$ cat src/verilog/uirq_defines.svh
`ifndef UIRQ_DEFINES_SVH
`define UIRQ_DEFINES_SVH

// =============================================================================
// Register file addresses
`define UIRQ_ADDR_DATA      12'hf40
`define UIRQ_ADDR_STAT0     12'hf41

// =============================================================================
// Primary status field positions
`define UIRQ_ST_RDA         7
`define UIRQ_ST_PE          6
`define UIRQ_ST_OE          5
`define UIRQ_ST_FE          4
`define UIRQ_ST_BRK         3
`define UIRQ_ST_TX_HOLDING_EMPTY        2
`define UIRQ_ST_TXE         1
`define UIRQ_ST_CTS         0

// =============================================================================
// Reset values
`define UIRQ_RST_TX_HOLDING_EMPTY       1'b1
`define UIRQ_RST_TXE        1'b1
`define UIRQ_RST_DIV        16'h0001

// =============================================================================
// Timing counts
`define UIRQ_OVERSAMPLE     16
`define UIRQ_SUB_LAST       4'hf
`define UIRQ_SUB_MID        4'h7
`define UIRQ_DATA_BITS      4'h8
`define UIRQ_TX_BITS_PAR    4'hb
`define UIRQ_TX_BITS_NOPAR  4'ha

// =============================================================================
// Multiprocessor mode codes
`define UIRQ_MP_ALL         2'b00
`define UIRQ_MP_ADDR_ONLY   2'b01
`define UIRQ_MP_MATCH_ALL   2'b10
`define UIRQ_MP_MATCH_DATA  2'b11

`endif

$ cat src/verilog/uirq_pkg.sv
package uirq_pkg;

  // ===========================================================================
  // Receiver states
  typedef enum logic [4:0]
  {
    UIRQ_RX_IDLE  = 5'b00001,
    UIRQ_RX_START = 5'b00010,
    UIRQ_RX_DATA  = 5'b00100,
    UIRQ_RX_NINTH = 5'b01000,
    UIRQ_RX_STOP  = 5'b10000
  } uirq_rx_state_e;

  // ===========================================================================
  // Transmitter states
  typedef enum logic [1:0]
  {
    UIRQ_TX_IDLE  = 2'b01,
    UIRQ_TX_SHIFT = 2'b10
  } uirq_tx_state_e;

  // ===========================================================================
  // One received character with its checks
  typedef struct packed
  {
    logic [7:0] data;
    logic       ninth;
    logic       perr;
    logic       ferr;
    logic       brk;
  } uirq_rx_char_s;

  // ===========================================================================
  // Receive side status flags
  typedef struct packed
  {
    logic rx_data_avail;
    logic parity_err_flag;
    logic overrun_flag;
    logic framing_err_flag;
    logic break_flag;
  } uirq_rx_flags_s;

endpackage

$ cat src/verilog/uirq_baudgen.sv
`timescale 1ns/1ps
`include "uirq_defines.svh"

module uirq_baudgen
  import uirq_pkg::*;
#(
  parameter int DIV_W = 16
)
(
  // Clock and reset
  input  wire logic             i_clk,
  input  wire logic             i_rst,
  input  wire logic             i_ce,
  // Divisor
  input  wire logic [DIV_W-1:0] i_divisor,
  // Reload tick
  output logic                  o_tick
);

  logic [DIV_W-1:0] cnt_r;

  // ===========================================================================
  // Down counter; a reload marks one sixteenth of a bit, or a timer time-out.
  always_ff @(posedge i_clk)
  begin
    if (i_rst)
    begin
      cnt_r  <= DIV_W'(`UIRQ_RST_DIV);
      o_tick <= 1'b0;
    end
    else if (i_ce)
    begin
      if (cnt_r <= DIV_W'(1))
      begin
        cnt_r  <= i_divisor;
        o_tick <= 1'b1;
      end
      else
      begin
        cnt_r  <= cnt_r - DIV_W'(1);
        o_tick <= 1'b0;
      end
    end
  end

endmodule

$ cat src/verilog/uirq_rx.sv
`timescale 1ns/1ps
`include "uirq_defines.svh"

module uirq_rx
  import uirq_pkg::*;
(
  // Clock and reset
  input  wire logic    i_clk,
  input  wire logic    i_rst,
  input  wire logic    i_ce,
  // Configuration
  input  wire logic    i_enable,
  input  wire logic    i_ninth_en,
  input  wire logic    i_parity_en,
  input  wire logic    i_parity_odd,
  input  wire logic    i_tick,
  // Line
  input  wire logic    i_rxd,
  // Character out
  output logic         o_done,
  output uirq_rx_char_s o_char
);

  uirq_rx_state_e state_r;
  logic [3:0]     sub_r;
  logic [3:0]     bit_r;
  logic [7:0]     sh_r;
  logic           ninth_r;

  // ===========================================================================
  // Frame sampler, sixteen ticks per bit, sampled in mid bit.
  always_ff @(posedge i_clk)
  begin
    if (i_rst)
    begin
      state_r <= UIRQ_RX_IDLE;
      sub_r   <= 4'h0;
      bit_r   <= 4'h0;
      sh_r    <= 8'h00;
      ninth_r <= 1'b0;
      o_done  <= 1'b0;
      o_char  <= '0;
    end
    else if (i_ce)
    begin
      o_done <= 1'b0;
      if (!i_enable)
      begin
        state_r <= UIRQ_RX_IDLE;
      end
      else if (i_tick)
      begin
        sub_r <= sub_r + 4'h1;
        unique case (state_r)
          UIRQ_RX_IDLE:
          begin
            sub_r <= 4'h0;
            if (!i_rxd)
            begin
              state_r <= UIRQ_RX_START;
            end
          end
          UIRQ_RX_START:
          begin
            if (sub_r == `UIRQ_SUB_MID)
            begin
              sub_r <= 4'h0;
              bit_r <= 4'h0;
              state_r <= i_rxd ? UIRQ_RX_IDLE : UIRQ_RX_DATA;
            end
          end
          UIRQ_RX_DATA:
          begin
            if (sub_r == `UIRQ_SUB_LAST)
            begin
              sh_r  <= {i_rxd, sh_r[7:1]};
              bit_r <= bit_r + 4'h1;
              if (bit_r == `UIRQ_DATA_BITS - 4'h1)
              begin
                state_r <= (i_ninth_en || i_parity_en) ? UIRQ_RX_NINTH : UIRQ_RX_STOP;
                ninth_r <= 1'b0;
              end
            end
          end
          UIRQ_RX_NINTH:
          begin
            if (sub_r == `UIRQ_SUB_LAST)
            begin
              ninth_r <= i_rxd;
              state_r <= UIRQ_RX_STOP;
            end
          end
          UIRQ_RX_STOP:
          begin
            if (sub_r == `UIRQ_SUB_LAST)
            begin
              state_r     <= UIRQ_RX_IDLE;
              o_done      <= 1'b1;
              o_char.data <= sh_r;
              o_char.ninth <= ninth_r;
              o_char.perr <= i_parity_en && !i_ninth_en && ((^{sh_r, ninth_r}) != i_parity_odd);
              o_char.ferr <= !i_rxd;
              o_char.brk  <= !i_rxd && (sh_r == 8'h00) && !ninth_r;
            end
          end
        endcase
      end
    end
  end

endmodule

$ cat src/verilog/uirq_top.sv
`timescale 1ns/1ps
`include "uirq_defines.svh"

module uirq_top
  import uirq_pkg::*;
#(
  parameter int DIV_W = 16
)
(
  // Clock and reset
  input  wire logic             i_clk,
  input  wire logic             i_rst,
  input  wire logic             i_ce,
  // Register file port
  input  wire logic [11:0]      i_reg_addr,
  input  wire logic             i_reg_wr,
  input  wire logic             i_reg_rd,
  input  wire logic [7:0]       i_reg_wdata,
  output logic [7:0]            o_reg_rdata,
  // Control bits
  input  wire logic             i_tx_enable_bit,
  input  wire logic             i_rx_enable,
  input  wire logic             i_parity_en,
  input  wire logic             i_parity_odd,
  input  wire logic             i_multiproc_enable,
  input  wire logic [1:0]       i_mp_mode,
  input  wire logic [7:0]       i_addr_compare,
  input  wire logic             i_baud_ctl_bit,
  input  wire logic             i_rx_data_irq_mask,
  input  wire logic [DIV_W-1:0] i_baud_divider,
  // Serial line
  input  wire logic             i_rxd,
  input  wire logic             i_cts_n,
  output logic                  o_txd,
  // Interrupts
  output logic                  o_tx_irq,
  output logic                  o_rx_irq
);

  // ===========================================================================
  // Declarations
  logic           tick;
  logic           rx_done;
  uirq_rx_char_s  rx_char;
  uirq_rx_flags_s flags_r;
  logic [7:0]     rx_data_r;
  logic           pend_ovr_r;
  logic           pend_brk_r;
  logic           mp_match_r;
  logic           rx_accept;
  logic           data_rd;
  logic           data_wr;
  logic           baudgen_irq_enable;

  uirq_tx_state_e tx_state_r;
  logic [7:0]     tx_hold_r;
  logic           tx_hold_full_r;
  logic           tx_holding_empty_r;
  logic           tx_shift_empty_r;
  logic [10:0]    tx_sh_r;
  logic [3:0]     tx_sub_r;
  logic [3:0]     tx_bit_r;
  logic [3:0]     tx_nbits;
  logic           tx_load;
  logic           tx_first_done;
  logic           tx_last_done;

  assign data_rd            = i_reg_rd && (i_reg_addr == `UIRQ_ADDR_DATA);
  assign data_wr            = i_reg_wr && (i_reg_addr == `UIRQ_ADDR_DATA);
  assign baudgen_irq_enable = !i_rx_enable && i_baud_ctl_bit;

  // ===========================================================================
  // Baud generator and receiver
  uirq_baudgen #(
    .DIV_W (DIV_W)
  ) u_baud (
    .i_clk     (i_clk),
    .i_rst     (i_rst),
    .i_ce      (i_ce),
    .i_divisor (i_baud_divider),
    .o_tick    (tick)
  );

  uirq_rx u_rx (
    .i_clk        (i_clk),
    .i_rst        (i_rst),
    .i_ce         (i_ce),
    .i_enable     (i_rx_enable),
    .i_ninth_en   (i_multiproc_enable),
    .i_parity_en  (i_parity_en),
    .i_parity_odd (i_parity_odd),
    .i_tick       (tick),
    .i_rxd        (i_rxd),
    .o_done       (rx_done),
    .o_char       (rx_char)
  );

  // ===========================================================================
  // Multiprocessor acceptance of a completed character.
  always_comb
  begin
    rx_accept = rx_done;
    if (i_multiproc_enable)
    begin
      unique case (i_mp_mode)
        `UIRQ_MP_ALL:        rx_accept = rx_done;
        `UIRQ_MP_ADDR_ONLY:  rx_accept = rx_done && rx_char.ninth;
        `UIRQ_MP_MATCH_ALL:  rx_accept = rx_done && (rx_char.ninth ? (rx_char.data == i_addr_compare) : mp_match_r);
        `UIRQ_MP_MATCH_DATA: rx_accept = rx_done && !rx_char.ninth && mp_match_r && !rx_char.ferr;
      endcase
    end
  end

  always_ff @(posedge i_clk)
  begin
    if (i_rst)
    begin
      mp_match_r <= 1'b0;
    end
    else if (i_ce && rx_done && rx_char.ninth)
    begin
      mp_match_r <= (rx_char.data == i_addr_compare);
    end
  end

  // ===========================================================================
  // Receive data and status flags. A new character wins over a same-cycle read unless an overrun is flagged or pending.
  always_ff @(posedge i_clk)
  begin
    if (i_rst)
    begin
      rx_data_r  <= 8'h00;
      flags_r    <= '0;
      pend_ovr_r <= 1'b0;
      pend_brk_r <= 1'b0;
    end
    else if (i_ce)
    begin
      if (data_rd)
      begin
        if (pend_ovr_r)
        begin
          flags_r.rx_data_avail <= 1'b1;
          flags_r.overrun_flag  <= 1'b1;
          flags_r.break_flag    <= pend_brk_r;
          flags_r.parity_err_flag  <= 1'b0;
          flags_r.framing_err_flag <= 1'b0;
          pend_ovr_r <= 1'b0;
          pend_brk_r <= 1'b0;
        end
        else
        begin
          flags_r <= '0;
        end
      end
      if (rx_accept)
      begin
        if (flags_r.rx_data_avail && !(data_rd && !pend_ovr_r && !flags_r.overrun_flag))
        begin
          pend_ovr_r <= 1'b1;
          pend_brk_r <= pend_brk_r || rx_char.brk;
        end
        else
        begin
          rx_data_r                <= rx_char.data;
          flags_r.rx_data_avail    <= 1'b1;
          flags_r.parity_err_flag  <= rx_char.perr;
          flags_r.framing_err_flag <= rx_char.ferr;
          flags_r.break_flag       <= rx_char.brk;
          flags_r.overrun_flag     <= 1'b0;
        end
      end
    end
  end

  // ===========================================================================
  // Transmitter: holding register feeding an eleven bit shifter.
  assign tx_nbits      = i_parity_en || i_multiproc_enable ? `UIRQ_TX_BITS_PAR : `UIRQ_TX_BITS_NOPAR;
  assign tx_load       = (tx_state_r == UIRQ_TX_IDLE) && tx_hold_full_r && i_tx_enable_bit;
  assign tx_first_done = (tx_state_r == UIRQ_TX_SHIFT) && tick && (tx_sub_r == `UIRQ_SUB_LAST)
                         && (tx_bit_r == 4'h0);
  assign tx_last_done  = (tx_state_r == UIRQ_TX_SHIFT) && tick && (tx_sub_r == `UIRQ_SUB_LAST)
                         && (tx_bit_r == tx_nbits - 4'h1);

  always_ff @(posedge i_clk)
  begin
    if (i_rst)
    begin
      tx_hold_r      <= 8'h00;
      tx_hold_full_r <= 1'b0;
    end
    else if (i_ce)
    begin
      if (data_wr)
      begin
        tx_hold_r      <= i_reg_wdata;
        tx_hold_full_r <= 1'b1;
      end
      else if (tx_load)
      begin
        tx_hold_full_r <= 1'b0;
      end
    end
  end

  always_ff @(posedge i_clk)
  begin
    if (i_rst)
    begin
      tx_holding_empty_r <= `UIRQ_RST_TX_HOLDING_EMPTY;
    end
    else if (i_ce)
    begin
      if (tx_first_done)
      begin
        tx_holding_empty_r <= 1'b1;
      end
      else if (data_wr)
      begin
        tx_holding_empty_r <= 1'b0;
      end
    end
  end

  always_ff @(posedge i_clk)
  begin
    if (i_rst)
    begin
      tx_state_r <= UIRQ_TX_IDLE;
      tx_sh_r    <= 11'h7ff;
      tx_sub_r   <= 4'h0;
      tx_bit_r   <= 4'h0;
    end
    else if (i_ce)
    begin
      unique case (tx_state_r)
        UIRQ_TX_IDLE:
        begin
          if (tx_load)
          begin
            tx_sh_r    <= {1'b1, (i_multiproc_enable ? 1'b0 : (^tx_hold_r) ^ i_parity_odd), tx_hold_r, 1'b0};
            tx_sub_r   <= 4'h0;
            tx_bit_r   <= 4'h0;
            tx_state_r <= UIRQ_TX_SHIFT;
          end
        end
        UIRQ_TX_SHIFT:
        begin
          if (tick)
          begin
            tx_sub_r <= tx_sub_r + 4'h1;
            if (tx_sub_r == `UIRQ_SUB_LAST)
            begin
              tx_bit_r <= tx_bit_r + 4'h1;
              if (!i_parity_en && !i_multiproc_enable && tx_bit_r == 4'h8)
              begin
                tx_sh_r <= {1'b1, 1'b1, tx_sh_r[10:3], 1'b1};
              end
              else
              begin
                tx_sh_r <= {1'b1, tx_sh_r[10:1]};
              end
              if (tx_last_done)
              begin
                tx_state_r <= UIRQ_TX_IDLE;
              end
            end
          end
        end
      endcase
    end
  end

  // ===========================================================================
  // Line output, transmitter empty and interrupt outputs.
  always_ff @(posedge i_clk)
  begin
    if (i_rst)
    begin
      o_txd            <= 1'b1;
      tx_shift_empty_r <= `UIRQ_RST_TXE;
      o_tx_irq         <= 1'b0;
      o_rx_irq         <= 1'b0;
    end
    else if (i_ce)
    begin
      o_txd            <= (tx_state_r == UIRQ_TX_SHIFT) ? tx_sh_r[0] : 1'b1;
      tx_shift_empty_r <= (tx_state_r == UIRQ_TX_IDLE) && !tx_hold_full_r && !tx_load;
      o_tx_irq         <= tx_first_done && !tx_holding_empty_r;
      o_rx_irq         <= (flags_r.rx_data_avail && !i_rx_data_irq_mask)
                          || flags_r.overrun_flag || flags_r.framing_err_flag
                          || flags_r.break_flag || flags_r.parity_err_flag
                          || (baudgen_irq_enable && tick);
    end
  end

  // ===========================================================================
  // Register reads, answered one cycle after the strobe.
  always_ff @(posedge i_clk)
  begin
    if (i_rst)
    begin
      o_reg_rdata <= 8'h00;
    end
    else if (i_ce && i_reg_rd)
    begin
      unique case (i_reg_addr)
        `UIRQ_ADDR_DATA:  o_reg_rdata <= rx_data_r;
        `UIRQ_ADDR_STAT0:
        begin
          o_reg_rdata                 <= 8'h00;
          o_reg_rdata[`UIRQ_ST_RDA]   <= flags_r.rx_data_avail;
          o_reg_rdata[`UIRQ_ST_PE]    <= flags_r.parity_err_flag;
          o_reg_rdata[`UIRQ_ST_OE]    <= flags_r.overrun_flag;
          o_reg_rdata[`UIRQ_ST_FE]    <= flags_r.framing_err_flag;
          o_reg_rdata[`UIRQ_ST_BRK]   <= flags_r.break_flag;
          o_reg_rdata[`UIRQ_ST_TX_HOLDING_EMPTY]  <= tx_holding_empty_r;
          o_reg_rdata[`UIRQ_ST_TXE]   <= tx_shift_empty_r;
          o_reg_rdata[`UIRQ_ST_CTS]   <= i_cts_n;
        end
        default:          o_reg_rdata <= 8'h00;
      endcase
    end
  end

endmodule

$ cat config.mk
export PLATFORM = sky130hd
export DESIGN_NAME = uirq_top
export DESIGN_NICKNAME = d
export VERILOG_FILES = /design/src/verilog/uirq_pkg.sv /design/src/verilog/uirq_baudgen.sv /design/src/verilog/uirq_rx.sv /design/src/verilog/uirq_top.sv
export VERILOG_INCLUDE_DIRS = /design/src /design/src/verilog
export SDC_FILE = /design/constraint.sdc
export NUM_CORES = 1
export LEC_CHECK = 0
export BUFFER_PORTS_ARGS = -buffer_cell sky130_fd_sc_hd__buf_4
export CAP_MARGIN = 20
export CORE_MARGIN = 4
export CORE_UTILIZATION = 52
export DETAILED_ROUTE_END_ITERATION = 7
export GPL_ROUTABILITY_DRIVEN = 0
export GPL_TIMING_DRIVEN = 0
export PLACE_DENSITY_LB_ADDON = 0.2
export RECOVER_POWER = 100
export SLEW_MARGIN = 20
export SYNTH_ARGS = -nofsm -noshare
export SYNTH_HDL_FRONTEND = slang
export SYNTH_SLANG_ARGS = --single-unit
$ cat constraint.sdc
create_clock -name i_clk -period 2 [get_ports i_clk]
set_input_delay 0.3 -clock i_clk [delete_from_list [all_inputs] [get_ports i_clk]]
set_output_delay 0.3 -clock i_clk [all_outputs]
set_load 0.1 [all_outputs]
### Word-level counts from Yosys, hierarchy flattened

Cells that the tools add are included.

| storage, ports and cells | value |
|---|---|
| bits in registers | 111 |
| input port bits | 60 |
| output and inout bits | 11 |
| logic and storage cells | 216 |

| operators by class | value |
|---|---|
| $add $sub $neg | 6 |
| $lt $le $gt $ge | 1 |
| equal/unequal tests | 35 |
| muxes and demuxes | 64 |
| bitwise gates (word level) | 2 |
| reductions and logical operators | 74 |

Operators with widths:

| cell | count |
|---|---|
| 5-bit 2-to-1 mux | 13 |
| 11-bit 2-to-1 mux | 3 |
| 4-bit case mux with 2 select lines | 4 |
| 1-bit logical AND | 31 |
| 4-bit 2-to-1 mux | 7 |
| 5-bit case mux with 5 select lines | 1 |
| 12-bit == test, second input constant | 2 |
| 1-bit 2-to-1 mux | 24 |
| 11-bit case mux with 2 select lines | 1 |
| 4-bit by 1-bit adder with 4-bit output, second input constant | 4 |
| 16-bit by 1-bit <= comparator with 1-bit output, second input constant | 1 |
| 16-bit 2-to-1 mux | 1 |
| 8-bit case mux with 2 select lines | 1 |
| 16-bit by 1-bit subtractor with 16-bit output, second input constant | 1 |
| 3-bit by 2-bit inequality test with 1-bit output, second input constant | 5 |
| 5-bit AND reduction | 3 |
| 1-bit logical NOT | 14 |
| 4-bit == test, second input constant | 3 |
| 2-bit by 1-bit inequality test with 1-bit output, second input constant | 6 |
| 10-bit 2-to-1 mux | 1 |
| 3-bit AND reduction | 3 |
| 9-bit parity | 1 |
| 4-bit by 3-bit == test with 1-bit output, second input constant | 2 |
| 8-bit == test | 1 |
| other kinds (30) | 49 |

### Depth between registers and ports, before layout

| logic depth | value |
|---|---|
| depth after elaboration | 9 |
| depth in mapped cells | 9 |
| depth with buffers taken out | 8 |

### Hierarchy

A second synthesis with hierarchy kept.

| unflattened totals | value |
|---|---|
| cells, all modules | 651 |
| area total of the unflattened synthesis | 5,701.7 um^2 |

Modules (own cells, without submodules):

| module | instances | cells each | area each (um^2) |
|---|---|---|---|
| uirq_top | 1 | 319 | 2,856.5 |
| uirq_rx | 1 | 195 | 1,774.2 |
| uirq_baudgen | 1 | 137 | 1,071.0 |

### Worst setup path before layout

No wires, ideal clock.

| path | value |
|---|---|
| path type | in2reg |
| start | input i_reg_addr[1] |
| end | register flags_r[3] (netlist name) |
| setup time | 116 ps |
| arrival | 1,913 ps |
| path slack | -29 ps |
| cell stages on the path | 6 |
| path buffers | 1 |
| cells stage by stage | or4_4 nor4_4 a21boi_2 a2111o_1 buf_6 a41o_1 |

| between the ends | value |
|---|---|
| cells in the longest elaborated chain, start to end | 8 |

RTL lines:

| item | RTL line | RTL |
|---|---|---|
| start: declaration | uirq_top.sv:15 | `input wire logic [11:0] i_reg_addr,` |
| 12-bit == test (*) | - |  |
| 1-bit logical AND (*) | uirq_top.sv:68 | `` assign data_rd = i_reg_rd && (i_reg_addr == `UIRQ_ADDR_DATA); `` |
| 1-bit logical AND (2 in series) | uirq_top.sv:158 | `if (flags_r.rx_data_avail && !(data_rd && !pend_ovr_r && !flags_r.overrun_flag))` |
| 1-bit logical NOT | uirq_top.sv:158 |  |
| 1-bit logical AND | uirq_top.sv:158 |  |
| 5-bit 2-to-1 mux | uirq_top.sv:158 |  |
| 5-bit 2-to-1 mux (*) | uirq_top.sv:156 | `if (rx_accept)` |
| end: declaration | uirq_top.sv:45 | `uirq_rx_flags_s flags_r;` |

Mark *: on every way between the ends. The rest lies on a longest branch, timed or not.
A chain may end at the register's enable or synchronous reset.

### Worst setup path in the final report

| path | value |
|---|---|
| start | register u_rx.sub_r[1] |
| end | register u_rx.o_char[2] (netlist name) |

| between the ends | value |
|---|---|
| cells in the longest elaborated chain, start to end | 2 |

RTL lines:

| item | RTL line | RTL |
|---|---|---|
| start: declaration | uirq_rx.sv:25 | `logic [3:0] sub_r;` |
| start signal: assignment | uirq_rx.sv:53 | `sub_r <= sub_r + 4'h1;` |
| 4-bit == test (no line) | - |  |
| 5-bit AND reduction (no line) | - |  |
| end: declaration | uirq_rx.sv:21 | `output uirq_rx_char_s o_char` |

No other way between the ends.

==> results.py <==
metrics = {
    "outcome": {
        "status": "finished, violations left",
        "violations": "setup timing",
    },
    "setup_path": {
        "start_kind": "flop",
        "path_class": "flop to flop",
        "cp.required_ps": 2280,
        "critPathMaxFanout": 4,
        "arrival_ps": 2340,
        "reg2reg_depth": 6,
        "end_kind": "flop",
    },
    "place": {
        "io_buffers": 70,
        "post-place-cells": 856,
        "place_hpwl_mm": 10.4,
    },
    "route": {
        "wl_per_cell_um": 16.3,
        "dr_total_vias": 5180,
        "viasPerCell": 5.85,
        "drc": 0,
        "first_pass_iters": 5,
        "wl_mm": 14.4,
        "antenna_left": 0,
        "drt_iter0_drc": 420,
    },
    "synthesis": {
        "synth_seq_cells": 110,
        "synth_cell_type_count": 66,
        "ys_async_sr_fraction_pct": 0,
        "synth_fp_nets": 719,
        "synth_edf_count": 0,
        "synth_area_um2": 5520,
        "syn_inst": 649,
        "syn_area_per_cell_um2": 8.50,
        "ys_warn_count": 0,
        "synth-main-ff-cell": "dfxtp_1",
        "synth-seq-area-share_pct": 39.9,
    },
    "worst_hold_path": {
        "hold_path_depth": 3,
        "hold_path_class": "primary input to flop",
    },
    "pwr": {
        "power.density_nw_per_um2": 963,
        "power.leakage_nw": 2.67,
        "vdd.ir_drop.worst_mv": 1.01,
    },
    "cts": {
        "clock_latency_ps": 360,
        "cts_tree": "built",
        "postCtsHoldBufs": 0,
        "ctsHtreeMaxLevel": 3,
        "clock-sinks": 110,
        "numCtsBuffers": 9,
        "cts_buffer_depth": 2,
        "path_clk_slew_ps": 100,
        "root_buffer": "clkbuf_8",
    },
    "timing": {
        "min_period_ps": 2050,
        "worst_slack_ps": -52.3,
        "fin_setup_tns_ps": -62.9,
        "maxSlewViolCount": 0,
        "setup_viol": 2,
        "min_period_over_period_pct": 103,
        "max_freq_mhz": 487,
        "hold_viol_final": 0,
        "worstMarginPinSlew_ps": 759,
        "grt_setup_unrepaired": "yes",
        "relSlewSlack_pct": 49.2,
        "skew_ps": 13.9,
    },
    "cells_and_area": {
        "final_cell_mix": "dfxtp_1 (103), nor2_1 (101), buf_4 (68), mux2i_1 (46), nand2_1 (43)",
        "final_cells": 885,
        "final_core_util_pct": 64.4,
        "drive_above_1_share_pct": 20.0,
        "area_delta_synth_final_pct": 20.4,
        "nets": 815,
        "final_common_cell": "dfxtp_1",
        "n_antenna_cell": 0,
    },
    "run": {
        "cap_violations": 0,
    },
    "global_routing": {
        "grt_overflow": 0,
        "grt_max_degree": 18,
        "grt_pass1_vias": 4877,
        "grt_pass1_wl_mm": 23.4,
        "antenna_found_initial": 0,
        "grt_use_total_pct": 22.4,
    },
    "die": {
        "die_height_um": 111,
        "die_w_um": 111,
        "initial_core_util_pct": 53.4,
        "rows": 37,
        "pin_count": 71,
        "die_area_um2": 12300,
        "coreArea_um2": 10300,
    },
}
## synth_stat cells (all sizes together) (5+ instances only)
| master | count | area (um2) |
|---|---|---|
| dfxtp | 110 | 2200 |
| nor2 | 107 | 402 |
| mux2i | 46 | 460 |
| nand2 | 44 | 165 |
| o21ai | 44 | 224 |
| a21oi | 40 | 200 |
| nand3 | 26 | 135 |
| clkbuf | 21 | 78.8 |
| inv | 17 | 63.8 |
| xnor2 | 17 | 149 |
| nor4 | 16 | 136 |
| a211oi | 14 | 105 |
| nor3 | 13 | 76.3 |
| xor2 | 13 | 114 |
| a221oi | 11 | 103 |
| nand4 | 11 | 75.1 |
| ha | 10 | 125 |
| a22oi | 8 | 60.1 |
| nor3b | 7 | 52.6 |
| and2 | 6 | 37.5 |
| buf | 6 | 41.3 |
| nand3b | 6 | 45.0 |
| nor2b | 6 | 37.5 |
| nand2b | 5 | 31.3 |
## stage by stage
step	total power, W	worst slack (ps)	hold slack [ps]	area [um2]
final	0.00640	-52.3	174	6640
after global routing	0.00677	-123	182	6640
after CTS	0.00620	2.53	168	6510
after detailed placement	0.00478	-365	463	6220
after global placement	0.00472	-433	457	6210
after floorplan	0.00424	28.9	432	5520
## cell families (layout without fill, tap and decap cells)
group | Yosys count | count (layout) | share of synthesized area [%]
adder cells (fa/ha/maj) | 10 | 10 | 2.27
AO/OA/AOI/OAI | 146 | 146 | 17.1
XOR/XNOR | 31 | 31 | 5.17
multiplexers | 47 | 47 | 8.55
AND/OR/NAND/NOR | 261 | 261 | 23.7
flip-flops | 110 | 110 | 39.9
buffers and inverters | 44 | 144 | 3.33
## report_power, final
| part | internal [W] | total (W) | switching (W) |
|---|---|---|---|
| logic | 0.00109 | 0.00249 | 0.00140 |
| clock network | 0.000489 | 0.00123 | 0.000745 |
| registers | 0.00240 | 0.00268 | 0.000279 |
## layer usage
metal / up-vias / wire length, um / global-route usage (%)
met5: - / 0 / 0
met4: 0 / 242 / 6.33
met3: 25 / 801 / 3.00
met2: 188 / 6800 / 36.8
met1: 2424 / 6570 / 30.8
li1: 2543 / - / -
## critical path, cell delays in order, from the launching register on
cell	delay, ps
dfxtp_1	370
ha_2	220
nand3_1	240
nor2_4	210
nand4_4	110
or4b_2	670
a21oi_1	150
## cell type report
cell class / instances / area (um2)
plain buffers: 26 / 120
clock buffers: 11 / 141
clock inverters: 4 / 32.5
fillers: 879 / 3680
inverters: 17 / 63.8
multi-input cells: 495 / 3270
flip-flops and latches: 110 / 2210
well taps: 136 / 170
repair buffers: 86 / 639
## worst paths after layout
kind | slack [ps] | endpoint | startpoint
max | -50 | u_rx.o_char[2] | u_rx.sub_r[1]
min | 170 | tx_hold_r[3] | i_reg_wdata[3]
max reg2reg | -50 | u_rx.o_char[2] | u_rx.sub_r[1]
min reg2reg | 470 | tx_shift_empty_r | tx_hold_full_r
## repair_timing
action	CTS	global route
resized for setup	19	34
cloned	0	1
pin swaps	6	11
setup buffers	4	10
setup endpoints to repair	51	53
## registers in the layout (all words and copies together) (netlist names), 8 cells and up
name and cells:
u_baud.cnt_r 16, u_rx.o_char 12, tx_sh_r 10, o_reg_rdata 8, rx_data_r 8, tx_hold_r 8
u_rx.sh_r 8
(Power assumes the default switching activity.)
